--- config.mk ---
export PLATFORM = sky130hd
export DESIGN_NAME = core_top
export DESIGN_NICKNAME = d
export VERILOG_FILES = /design/src/design/core_pkg.sv /design/src/design/core_top.sv
export VERILOG_INCLUDE_DIRS = /design/src /design/src/design
export SDC_FILE = /design/constraint.sdc
export NUM_CORES = 2
export LEC_CHECK = 0
export BUFFER_PORTS_ARGS = -buffer_cell sky130_fd_sc_hd__buf_2
export CAP_MARGIN = 20
export CORE_MARGIN = 2
export CORE_UTILIZATION = 34
export DETAILED_ROUTE_END_ITERATION = 6
export GPL_ROUTABILITY_DRIVEN = 0
export MAX_ROUTING_LAYER = met4
export PLACE_DENSITY = 0.51
export SETUP_SLACK_MARGIN = 0.02
export SLEW_MARGIN = 20
export SYNTH_ARGS = -nofsm -noshare
export SYNTH_HDL_FRONTEND = slang
export SYNTH_SLANG_ARGS = --single-unit
export TNS_END_PERCENT = 10
--- constraint.sdc ---
create_clock -name CLK_I -period 35.4 [get_ports CLK_I]
set_input_delay 7.08 -clock CLK_I [delete_from_list [all_inputs] [get_ports CLK_I]]
set_output_delay 7.08 -clock CLK_I [all_outputs]
set_load 0.02 [all_outputs]
--- src/design/core_defs.svh ---
/*
  Constants of the 8-bit core: opcodes, flag positions, data-space map,
  reset values and cycle counts.
  Assumes it is included by bare name after the core package is compiled.
*/
`ifndef CORE_DEFS_SVH
`define CORE_DEFS_SVH
`define OP_ALU0 4'h0
`define OP_ALU1 4'h1
`define OP_LDI 4'h2
`define OP_SUBI 4'h3
`define OP_ANDI 4'h4
`define OP_ORI 4'h5
`define OP_CPI 4'h6
`define OP_MEMI 4'h7
`define OP_MEMD 4'h8
`define OP_IO 4'h9
`define OP_JMP 4'ha
`define OP_SYS 4'hb
`define SYS_RET 4'h0
`define SYS_RETI 4'h1
`define SYS_SEI 4'h2
`define SYS_CLI 4'h3
`define SYS_LPM 4'h4
`define SYS_FSW 4'h5
`define SYS_SLEEP 4'h6
`define FL_C 0
`define FL_Z 1
`define FL_N 2
`define FL_V 3
`define FL_I 7
`define DS_IO_BASE 16'h0020
`define DS_EXT_BASE 16'h0060
`define DS_STK_LO 16'h005d
`define DS_STK_HI 16'h005e
`define DS_FLAGS 16'h005f
`define STK_RST 16'h0000
`define FLAGS_RST 8'h00
`define IRQ_ENTRY_CYC 3'h4
`define WAKE_CYC 3'h4
`define VEC_STRIDE 16'h0002
`define BLOCKED_BYTE 8'hff
`endif

--- src/design/core_pkg.sv ---
/*
  Types of the 8-bit core: sequencer states and ALU functions.
  Assumes nothing of its surroundings.
*/
`default_nettype none
package core_pkg;
  typedef enum logic [3:0] {S_EXEC, S_W2, S_LOADW, S_TBLW, S_CPUSH, S_IPUSH, S_IRQ,
    S_POP1, S_POP2, S_POP3, S_SLEEP, S_WAKE} state_e;
  typedef enum logic [3:0] {A_ADD, A_SUB, A_AND, A_OR, A_EOR, A_MOV, A_CP,
    A_INC, A_DEC, A_COM, A_LSR} alu_e;
endpackage
`default_nettype wire

--- src/design/core_top.sv ---
/*
  8-bit core: register file, ALU, sequencer, stack, interrupts, flash guard.
  Assumes program and table memory answer combinationally to the address
  outputs, data memory answers a read in the cycle its address stands,
  and interrupt requests come from logic on CLK_I.
*/
`timescale 1ns/10ps
`default_nettype none
`include "core_defs.svh"
module core_top
  import core_pkg::*;
#(
  parameter logic [15:0] BOOT_START = 16'h0c00,
  parameter int NIRQ = 8
)
(
  input wire logic CLK_I,
  input wire logic RST_N_I,
  input wire logic CE_I,
  output logic [15:0] PM_ADDR_O,
  input wire logic [15:0] PM_DATA_I,
  output logic [15:0] TBL_ADDR_O,
  input wire logic [15:0] TBL_DATA_I,
  output logic [15:0] DM_ADDR_O,
  output logic [7:0] DM_WDATA_O,
  output logic DM_WE_O,
  output logic DM_RE_O,
  input wire logic [7:0] DM_RDATA_I,
  output logic [15:0] FW_ADDR_O,
  output logic [15:0] FW_DATA_O,
  output logic FW_WE_O,
  input wire logic [1:0] LOCK_APP_I,
  input wire logic [1:0] LOCK_BOOT_I,
  input wire logic [NIRQ-1:0] IRQ_I,
  output logic [NIRQ-1:0] IRQ_ACK_O,
  output logic SLEEP_O
);
  logic [1:0] rs_q, rs_d;
  logic rst_n;
  state_e state_q, state_d;
  logic [15:0] pc_q, pc_d, stk_q, stk_d, ir_q, ir_d, ret_q, ret_d, hold_q, hold_d;
  logic [7:0] flags_q, flags_d;
  logic [4:0] dst_q, dst_d;
  logic [1:0] tsel_q, tsel_d;
  logic [2:0] cnt_q, cnt_d;
  logic seid_q, seid_d, dwe_q, dwe_d, dre_q, dre_d, fwe_q, fwe_d, slp_q, slp_d;
  logic [15:0] dma_q, dma_d, tba_q, tba_d, fwa_q, fwa_d, fwd_q, fwd_d;
  logic [7:0] dwd_q, dwd_d;
  logic [NIRQ-1:0] ack_q, ack_d;
  logic [7:0] rf_q [32];
  logic rf_we, acc_en, acc_wr, is_alu, take_irq, ex_reti, ex_sei, ex_io, ex_arith;
  logic [4:0] rf_wa, acc_r, rd;
  logic [7:0] rf_wd, opb, alu_r;
  logic [15:0] acc_a, ir, px, py, pz, zw, vec;
  logic [9:0] alu_o;
  logic [3:0] op;
  alu_e fn;
  logic [NIRQ-1:0] pend, low;
  logic pc_boot, z_boot;

  function automatic logic [9:0] alu(input alu_e f, input logic [7:0] a, input logic [7:0] b);
    logic [8:0] s;
    logic v;
    s = 9'h000;
    v = 1'b0;
    unique case (f)
      A_ADD:
      begin
        s = {1'b0, a} + {1'b0, b};
        v = (a[7] == b[7]) && (s[7] != a[7]);
      end
      A_SUB, A_CP:
      begin
        s = {1'b0, a} - {1'b0, b};
        v = (a[7] != b[7]) && (s[7] != a[7]);
      end
      A_AND: s = {1'b0, a & b};
      A_OR: s = {1'b0, a | b};
      A_EOR: s = {1'b0, a ^ b};
      A_MOV: s = {1'b0, b};
      A_INC: s = {1'b0, a + 8'h01};
      A_DEC: s = {1'b0, a - 8'h01};
      A_COM: s = {1'b1, ~a};
      A_LSR: s = {a[0], 1'b0, a[7:1]};
      default: s = 9'h000;
    endcase
    alu = {v, s};
  endfunction

  function automatic logic [7:0] first_idx(input logic [NIRQ-1:0] p);
    first_idx = 8'h00;
    for (int i = NIRQ - 1; i >= 0; i--)
      if (p[i])
        first_idx = 8'(i);
  endfunction

  assign rst_n = rs_q[1];
  assign ir = (state_q == S_W2) ? ir_q : PM_DATA_I;
  assign op = ir[15:12];
  assign px = {rf_q[27], rf_q[26]};
  assign py = {rf_q[29], rf_q[28]};
  assign pz = {rf_q[31], rf_q[30]};
  assign zw = {1'b0, pz[15:1]};
  assign pc_boot = pc_q >= BOOT_START;
  assign z_boot = zw >= BOOT_START;
  assign pend = IRQ_I & {NIRQ{flags_q[`FL_I]}};
  assign low = pend & (~pend + 1'b1);
  assign vec = ({8'h00, first_idx(pend)} + 16'h0001) * `VEC_STRIDE;

  always_comb
  begin
    rs_d = {rs_q[0], 1'b1};
  end

  always_ff @(posedge CLK_I or negedge RST_N_I)
  begin
    if (!RST_N_I)
      rs_q <= 2'b00;
    else if (CE_I)
      rs_q <= rs_d;
  end

  always_comb
  begin
    state_d = state_q;
    pc_d = pc_q;
    stk_d = stk_q;
    flags_d = flags_q;
    ir_d = ir_q;
    ret_d = ret_q;
    hold_d = hold_q;
    dst_d = dst_q;
    tsel_d = tsel_q;
    cnt_d = cnt_q;
    seid_d = seid_q;
    dma_d = dma_q;
    dwd_d = dwd_q;
    dwe_d = 1'b0;
    dre_d = 1'b0;
    tba_d = tba_q;
    fwa_d = fwa_q;
    fwd_d = fwd_q;
    fwe_d = 1'b0;
    ack_d = '0;
    rf_we = 1'b0;
    rf_wa = 5'h00;
    rf_wd = 8'h00;
    acc_en = 1'b0;
    acc_wr = 1'b0;
    acc_a = 16'h0000;
    acc_r = 5'h00;
    is_alu = 1'b0;
    take_irq = 1'b0;
    ex_reti = 1'b0;
    ex_sei = 1'b0;
    ex_io = 1'b0;
    ex_arith = 1'b0;
    fn = A_MOV;
    opb = 8'h00;
    rd = 5'h00;
    alu_o = 10'h000;
    alu_r = 8'h00;
    unique case (state_q)
      S_EXEC:
      begin
        if ((|pend) && !seid_q)
        begin
          take_irq = 1'b1;
          dma_d = stk_q;
          dwd_d = pc_q[7:0];
          dwe_d = 1'b1;
          stk_d = stk_q - 16'h0001;
          ret_d = pc_q;
          hold_d = vec;
          ack_d = {{(NIRQ-1){1'b0}}, 1'b1} << first_idx(pend);
          flags_d[`FL_I] = 1'b0;
          state_d = S_IPUSH;
        end
        else
        begin
          seid_d = 1'b0;
          pc_d = pc_q + 16'h0001;
          unique case (op)
            `OP_ALU0, `OP_ALU1:
            begin
              is_alu = 1'b1;
              rd = ir[9:5];
              opb = rf_q[ir[4:0]];
              fn = ({op[0], ir[11:10]} == 3'h7) ? alu_e'(4'h7 + {2'b00, ir[1:0]})
                : alu_e'({1'b0, op[0], ir[11:10]});
            end
            `OP_LDI, `OP_SUBI, `OP_ANDI, `OP_ORI, `OP_CPI:
            begin
              is_alu = 1'b1;
              rd = {1'b1, ir[11:8]};
              opb = ir[7:0];
              fn = (op == `OP_LDI) ? A_MOV : (op == `OP_SUBI) ? A_SUB
                : (op == `OP_ANDI) ? A_AND : (op == `OP_ORI) ? A_OR : A_CP;
            end
            `OP_MEMI:
            begin
              acc_en = 1'b1;
              acc_wr = ir[11];
              acc_r = ir[8:4];
              acc_a = ((ir[10:9] == 2'h0) ? px : (ir[10:9] == 2'h1) ? py : pz)
                + {12'h000, ir[3:0]};
            end
            `OP_MEMD, `OP_JMP:
            begin
              ir_d = ir;
              state_d = S_W2;
            end
            `OP_IO:
            begin
              ex_io = 1'b1;
              acc_en = 1'b1;
              acc_wr = ir[11];
              acc_r = ir[4:0];
              acc_a = {10'h000, ir[10:5]} + `DS_IO_BASE;
            end
            `OP_SYS:
            begin
              ir_d = ir;
              if (ir[11:8] == `SYS_RET || ir[11:8] == `SYS_RETI)
              begin
                ex_reti = ir[11:8] == `SYS_RETI;
                dma_d = stk_q + 16'h0001;
                dre_d = 1'b1;
                stk_d = stk_q + 16'h0001;
                state_d = S_POP1;
              end
              else if (ir[11:8] == `SYS_SEI)
              begin
                ex_sei = 1'b1;
                flags_d[`FL_I] = 1'b1;
                seid_d = 1'b1;
              end
              else if (ir[11:8] == `SYS_CLI)
                flags_d[`FL_I] = 1'b0;
              else if (ir[11:8] == `SYS_LPM)
              begin
                tba_d = zw;
                tsel_d = {z_boot ? (!pc_boot && LOCK_BOOT_I[1]) : (pc_boot && LOCK_APP_I[1]),
                  pz[0]};
                dst_d = ir[4:0];
                state_d = S_TBLW;
              end
              else if (ir[11:8] == `SYS_FSW)
              begin
                fwa_d = zw;
                fwd_d = {rf_q[1], rf_q[0]};
                fwe_d = z_boot ? !LOCK_BOOT_I[0] : (pc_boot && !LOCK_APP_I[0]);
              end
              else if (ir[11:8] == `SYS_SLEEP)
                state_d = S_SLEEP;
            end
            default: pc_d = pc_q + 16'h0001;
          endcase
        end
      end
      S_W2:
      begin
        pc_d = pc_q + 16'h0001;
        state_d = S_EXEC;
        if (ir_q[15:12] == `OP_MEMD)
        begin
          acc_en = 1'b1;
          acc_wr = ir_q[11];
          acc_r = ir_q[8:4];
          acc_a = PM_DATA_I;
        end
        else if (!ir_q[10] || flags_q[ir_q[2:0]] == ir_q[9])
        begin
          pc_d = PM_DATA_I;
          if (ir_q[11])
          begin
            pc_d = pc_q + 16'h0001;
            dma_d = stk_q;
            dwd_d = pc_d[7:0];
            dwe_d = 1'b1;
            stk_d = stk_q - 16'h0001;
            ret_d = pc_d;
            hold_d = PM_DATA_I;
            state_d = S_CPUSH;
          end
        end
      end
      S_CPUSH, S_IPUSH:
      begin
        dma_d = stk_q;
        dwd_d = ret_q[15:8];
        dwe_d = 1'b1;
        stk_d = stk_q - 16'h0001;
        pc_d = hold_q;
        cnt_d = `IRQ_ENTRY_CYC - 3'h2;
        state_d = (state_q == S_IPUSH) ? S_IRQ : S_EXEC;
      end
      S_IRQ, S_WAKE:
      begin
        cnt_d = cnt_q - 3'h1;
        if (cnt_q == 3'h1)
          state_d = S_EXEC;
      end
      S_LOADW:
      begin
        rf_we = 1'b1;
        rf_wa = dst_q;
        rf_wd = DM_RDATA_I;
        state_d = S_EXEC;
      end
      S_TBLW:
      begin
        rf_we = 1'b1;
        rf_wa = dst_q;
        rf_wd = tsel_q[1] ? `BLOCKED_BYTE : (tsel_q[0] ? TBL_DATA_I[15:8] : TBL_DATA_I[7:0]);
        state_d = S_EXEC;
      end
      S_POP1:
      begin
        hold_d[15:8] = DM_RDATA_I;
        dma_d = stk_q + 16'h0001;
        dre_d = 1'b1;
        stk_d = stk_q + 16'h0001;
        state_d = S_POP2;
      end
      S_POP2:
      begin
        pc_d = {hold_q[15:8], DM_RDATA_I};
        state_d = S_POP3;
      end
      S_POP3:
      begin
        state_d = S_EXEC;
        if (ir_q[11:8] == `SYS_RETI)
        begin
          flags_d[`FL_I] = 1'b1;
          seid_d = 1'b1;
        end
      end
      S_SLEEP:
      begin
        cnt_d = `WAKE_CYC;
        if (|pend)
          state_d = S_WAKE;
      end
      default: state_d = S_EXEC;
    endcase
    if (is_alu)
    begin
      alu_o = alu(fn, rf_q[rd], opb);
      alu_r = alu_o[7:0];
      if (fn != A_CP)
      begin
        rf_we = 1'b1;
        rf_wa = rd;
        rf_wd = alu_r;
      end
      if (fn != A_MOV)
      begin
        ex_arith = 1'b1;
        flags_d[`FL_C] = alu_o[8];
        flags_d[`FL_Z] = alu_r == 8'h00;
        flags_d[`FL_N] = alu_r[7];
        flags_d[`FL_V] = alu_o[9];
      end
    end
    if (acc_en)
    begin
      if (acc_a < `DS_IO_BASE)
      begin
        rf_we = 1'b1;
        rf_wa = acc_wr ? acc_a[4:0] : acc_r;
        rf_wd = acc_wr ? rf_q[acc_r] : rf_q[acc_a[4:0]];
      end
      else if (acc_a == `DS_STK_LO || acc_a == `DS_STK_HI || acc_a == `DS_FLAGS)
      begin
        rf_we = !acc_wr;
        rf_wa = acc_r;
        rf_wd = (acc_a == `DS_STK_LO) ? stk_q[7:0] : (acc_a == `DS_STK_HI) ? stk_q[15:8]
          : flags_q;
        if (acc_wr && acc_a == `DS_STK_LO)
          stk_d[7:0] = rf_q[acc_r];
        else if (acc_wr && acc_a == `DS_STK_HI)
          stk_d[15:8] = rf_q[acc_r];
        else if (acc_wr)
          flags_d = rf_q[acc_r];
      end
      else
      begin
        dma_d = acc_a;
        dwd_d = rf_q[acc_r];
        dwe_d = acc_wr;
        dre_d = !acc_wr;
        dst_d = acc_r;
        if (!acc_wr)
          state_d = S_LOADW;
      end
    end
    slp_d = state_d == S_SLEEP;
  end

  always_ff @(posedge CLK_I or negedge rst_n)
  begin
    if (!rst_n)
    begin
      state_q <= S_EXEC;
      pc_q <= 16'h0000;
      stk_q <= `STK_RST;
      flags_q <= `FLAGS_RST;
      {ir_q, ret_q, hold_q, dma_q, tba_q, fwa_q, fwd_q} <= '0;
      {dst_q, tsel_q, cnt_q, dwd_q} <= '0;
      {seid_q, dwe_q, dre_q, fwe_q, slp_q} <= '0;
      ack_q <= '0;
      for (int i = 0; i < 32; i++)
        rf_q[i] <= 8'h00;
    end
    else if (CE_I)
    begin
      state_q <= state_d;
      pc_q <= pc_d;
      stk_q <= stk_d;
      flags_q <= flags_d;
      {ir_q, ret_q, hold_q, dma_q, tba_q, fwa_q, fwd_q} <= {ir_d, ret_d, hold_d, dma_d,
        tba_d, fwa_d, fwd_d};
      {dst_q, tsel_q, cnt_q, dwd_q} <= {dst_d, tsel_d, cnt_d, dwd_d};
      {seid_q, dwe_q, dre_q, fwe_q, slp_q} <= {seid_d, dwe_d, dre_d, fwe_d, slp_d};
      ack_q <= ack_d;
      if (rf_we)
        rf_q[rf_wa] <= rf_wd;
    end
  end

  assign PM_ADDR_O = pc_q;
  assign TBL_ADDR_O = tba_q;
  assign DM_ADDR_O = dma_q;
  assign DM_WDATA_O = dwd_q;
  assign DM_WE_O = dwe_q;
  assign DM_RE_O = dre_q;
  assign FW_ADDR_O = fwa_q;
  assign FW_DATA_O = fwd_q;
  assign FW_WE_O = fwe_q;
  assign IRQ_ACK_O = ack_q;
  assign SLEEP_O = slp_q;
endmodule
`default_nettype wire

==> impl_results.html <==
<table>
<tr><th>Metric</th><th>Value</th></tr>
<tr><th colspan="2">Die</th></tr>
<tr><td>Y dimension of the die</td><td>325 um</td></tr>
<tr><td>Effective utilization at floorplan</td><td>34.3%</td></tr>
<tr><td>Core Area</td><td>102000 um^2</td></tr>
<tr><td>I/O Pins</td><td>155</td></tr>
<tr><td>Die boundary width</td><td>325 um</td></tr>
<tr><td>Die area</td><td>around 110000 um^2</td></tr>
<tr><td>Total number of placement rows</td><td>117</td></tr>
<tr><th colspan="2">Global route</th></tr>
<tr><td>Total routing usage reported by global routing</td><td>34.3%</td></tr>
<tr><td>Via count of the first global-routing pass</td><td>between 30000 and 40000</td></tr>
<tr><td>Wire length of the first global-routing pass</td><td>260000 um</td></tr>
<tr><td>GR Overflow Total</td><td>0</td></tr>
<tr><td>Number of antenna violations at the first check in global routing</td><td>10</td></tr>
<tr><td>Pin count of the biggest net entering global routing</td><td>roughly 140</td></tr>
<tr><th colspan="2">Logic synthesis</th></tr>
<tr><td>Count of flip-flops with a built-in enable after synthesis</td><td>0</td></tr>
<tr><td>Flip-flop and latch count after synthesis</td><td>435</td></tr>
<tr><td>Total of warnings raised by yosys</td><td>0</td></tr>
<tr><td>Combined area of all synthesized cells</td><td>34900 um^2</td></tr>
<tr><td>Fraction of synthesis flops using an asynchronous set or reset pin</td><td>100%</td></tr>
<tr><td>Post-Synthesis Mean Instance Area</td><td>8.15 um^2</td></tr>
<tr><td>Number of instances in the synthesized netlist</td><td>4284</td></tr>
<tr><td>Yosys cell types</td><td>105</td></tr>
<tr><td>Sequential fraction of the synthesis area</td><td>just over 30%</td></tr>
<tr><td>Synth Flop Type</td><td>dfrtp_1</td></tr>
<tr><th colspan="2">Clock network</th></tr>
<tr><td>Post-CTS Setup Inserts</td><td>0</td></tr>
<tr><td>Number of levels in the clock H-tree</td><td>2</td></tr>
<tr><td>Clock slew seen by the registers of the worst setup and hold paths</td><td>0.06 ns</td></tr>
<tr><td>Clock insertion delay at the later pin of the skew report</td><td>0.69 ns</td></tr>
<tr><td>Post-CTS Resized</td><td>0</td></tr>
<tr><td>Clock Root Buffer</td><td>clkbuf_16</td></tr>
<tr><td>TritonCTS clock tree</td><td>yes</td></tr>
<tr><td>Number of buffers created by CTS</td><td>55</td></tr>
<tr><td>Deepest clock path buffer count</td><td>3</td></tr>
<tr><td>Count of hold buffers inserted by post-cts repair</td><td>0</td></tr>
<tr><td>Sinks on the clock net</td><td>435</td></tr>
<tr><th colspan="2">Routing</th></tr>
<tr><td>Routed length on met3</td><td>22200 um</td></tr>
<tr><td>DRC Markers</td><td>40</td></tr>
<tr><td>Met2 WL post-DR</td><td>74600 um</td></tr>
<tr><td>Detailed Routing Iterations Pass 1</td><td>7</td></tr>
<tr><td>Vias</td><td>between 30000 and 40000</td></tr>
<tr><td>Ratio of routed vias to standard cells</td><td>6.65</td></tr>
<tr><td>Detailed-route wire length per cell</td><td>around 32 um</td></tr>
<tr><td>Sum of routed wire length over all layers</td><td>182000 um</td></tr>
<tr><td>Uppermost metal layer occupied by signal nets</td><td>met4</td></tr>
<tr><td>Number of DRC violations after detailed-routing iteration 0</td><td>5845</td></tr>
<tr><td>Number of nets still failing antenna checks after routing</td><td>0</td></tr>
<tr><td>Post-Route M1 WL</td><td>69900 um</td></tr>
<tr><th colspan="2">Critical path</th></tr>
<tr><td>Critical path's slowest cell</td><td>a2111oi_4</td></tr>
<tr><td>Worst Setup End Kind</td><td>flop</td></tr>
<tr><td>Type of the worst setup path</td><td>in2reg</td></tr>
<tr><td>Arrival time at the worst endpoint</td><td>15.26 ns</td></tr>
<tr><td>R2R Path Start</td><td>state_q[3]$_DFFE_PN0P_</td></tr>
<tr><td>Category of the worst setup path launch point</td><td>input pin</td></tr>
<tr><td>Worst Reg-to-Reg Cells</td><td>24</td></tr>
<tr><td>Stage delay of the slowest cell on the critical path</td><td>1.01 ns</td></tr>
<tr><td>Max FO, Critical Path</td><td>69</td></tr>
<tr><td>R2R setup slack</td><td>about 26 ns</td></tr>
<tr><td>Req. time, crit path</td><td>roughly 36 ns</td></tr>
<tr><td>Worst r2r dst</td><td>px[7]$_DFFE_PN0P_</td></tr>
<tr><th colspan="2">Layout</th></tr>
<tr><td>Final layout net count</td><td>about 4400</td></tr>
<tr><td>Post-layout utilization of the core</td><td>about 38%</td></tr>
<tr><td>Share of final-layout standard cells stronger than drive strength 1</td><td>approximately a fifth</td></tr>
<tr><td>Synth-to-layout area growth</td><td>12.2%</td></tr>
<tr><th colspan="2">Placement</th></tr>
<tr><td>Hpwl dp</td><td>127000 um</td></tr>
<tr><td>Number of buffers added on ports</td><td>152</td></tr>
<tr><th colspan="2">STA</th></tr>
<tr><td>Min Hold Slack</td><td>0.416 ns</td></tr>
<tr><td>Number of hold violations in the final report</td><td>0</td></tr>
<tr><td>Final setup viols</td><td>0</td></tr>
<tr><td>Max Transition Viols Final</td><td>0</td></tr>
<tr><td>Worst-Margin Slew</td><td>1.39 ns</td></tr>
<tr><td>Worst clock skew on the final layout</td><td>0.0329 ns</td></tr>
<tr><td>Min Clock Period, post-route</td><td>14.72 ns</td></tr>
<tr><td>Final period util</td><td>between 40% and 50%</td></tr>
<tr><td>Unrepaired setup endpoints after global routing</td><td>false</td></tr>
<tr><td>Slew headroom</td><td>6.62%</td></tr>
<tr><td>Setup TNS Final</td><td>0 ns</td></tr>
<tr><td>Achievable frequency</td><td>68.0 MHz</td></tr>
<tr><th colspan="2">Status</th></tr>
<tr><td>Failing checks</td><td>design-rule violations</td></tr>
<tr><td>Status</td><td>finished, violations left</td></tr>
<tr><th colspan="2">Pwr</th></tr>
<tr><td>Leakage power summed over all cells</td><td>15.9 nW</td></tr>
<tr><td>Max VDD drop</td><td>0.0379 mV</td></tr>
<tr><td>Power density cells</td><td>65.0 nW/um^2</td></tr>
<tr><th colspan="2">Run</th></tr>
<tr><td>Max Cap Violations</td><td>0</td></tr>
<tr><th colspan="2">Min path</th></tr>
<tr><td>Kind of path behind the tightest hold check</td><td>reg2async</td></tr>
</table>
==> critical path, delay by kind of cell <==
kind,cells,cell delay (ns)
compound gates,12,3.99
xor+xnor,1,0.19
fa+ha+maj,1,0.42
buf+inv,4,1.30
mux,2,1.30
simple gates,5,0.84
==> final cells by class <==
type                    instances  area, um^2
clock buffers                  72        1560
well taps                    1368        1710
diodes                         14        35.0
repair buffers                294        1870
inverters                      86         323
fillers                     10524       62700
flip-flops and latches        435       10900
multi-input cells            3402       22500
clock inverters                27         303
==> Yosys cell counts (14+ instances only) <==
master,number,area (um^2)
clkbuf_1,269,1010
a32oi_1,32,280
nand2_1,850,3190
o21a_1,16,120
xnor2_1,21,184
o22ai_1,41,257
buf_2,40,200
a311oi_1,45,394
mux2_2,325,3660
nor3_1,75,375
o221ai_1,16,140
mux2i_1,150,1500
o211ai_1,62,465
a21o_1,14,105
nor2_2,19,119
nand2b_1,17,106
a22oi_1,56,420
xor2_1,26,228
inv_1,85,319
a211oi_1,33,248
a22o_1,31,272
nor2_1,231,867
nand4_1,48,300
mux2_4,17,255
o21ai_0,210,1050
and3_1,73,457
ha_1,48,601
mux4_2,24,541
nor4_1,28,175
o31ai_1,16,120
nand3_1,244,1220
a221o_1,23,230
dfrtp_1,435,10900
a21oi_1,220,1100
a31oi_1,71,444
buf_1,43,161
or3_1,20,125
a221oi_1,46,403
==> power breakdown <==
group,total (mW),internal (mW),switching (mW)
clock,0.593,0.340,0.253
sequential,0.743,0.586,0.156
combinational,1.21,0.390,0.820
==> flip-flops by register name (all words and copies together), names as in the netlist, 16 cells and up <==
name	cells
pz	16
px	16
PM_ADDR_O	16
hold_q	16
py	16
stk_q	16
ir_q	16
FW_DATA_O	16
DM_ADDR_O	16
rf_q	208
==> per-stage QoR <==
step	total power, mW	cell area (um^2)	worst slack (ns)	instances
floorplan	1.44	34900	22.36	4285
global placement	1.89	37200	20.50	5582
detailed placement	1.89	37200	20.42	5583
CTS	2.49	39100	21.09	5682
global route	2.64	39200	20.43	5696
finish	2.55	39200	20.68	5698
==> worst max path at each step <==
stage / start / end / slack [ns] / cells past startpoint
floorplan: rs_q[1]$_DFFE_PN0P_ / DM_ADDR_O[0]$_DFFE_PN0P_ / 22.36 / 0
detailed placement: PM_DATA_I[14] / rf_q[207]$_DFFE_PN0P_ / 20.42 / 25
finish: PM_DATA_I[14] / px[7]$_DFFE_PN0P_ / 20.68 / 25
CTS: PM_DATA_I[14] / rf_q[207]$_DFFE_PN0P_ / 21.09 / 25
global route: PM_DATA_I[14] / px[7]$_DFFE_PN0P_ / 20.43 / 25
global placement: PM_DATA_I[14] / rf_q[175]$_DFFE_PN0P_ / 20.50 / 25
==> metal layers <==
metal  GRT usage, %  vias to the layer above
li1               -                    15793
met1           41.9                    18499
met5              -                        -
met2           47.8                     2772
met4           23.0                        0
met3           11.3                      840
==> cell usage in the layout (no fill, tap or decap), types with 71 or more instances in the layout <==
cell     instances
nor2_1         224
nand2_1        850
and3_1          73
mux2i_1        145
mux2_2         324
nand3_1        243
dfrtp_1        434
buf_2          151
a31oi_1         71
buf_4          138
nor3_1          72
inv_1           84
a21oi_1        219
o21ai_0        206
==> logic make-up after synthesis <==
| group | after synthesis | synth area share, % |
|---|---|---|
| adders and majority gates | 52 | 1.95 |
| muxes | 518 | 17.2 |
| xor gates and xnor gates | 47 | 1.18 |
| DFF | 435 | 31.2 |
| other | 1 | 0.0107 |
| and+or+nand+nor | 1704 | 22.2 |
| buffers and inverters | 448 | 5.09 |
| AOI/OAI and AO/OA | 1079 | 21.3 |
Power figures use the tool's default switching activity.
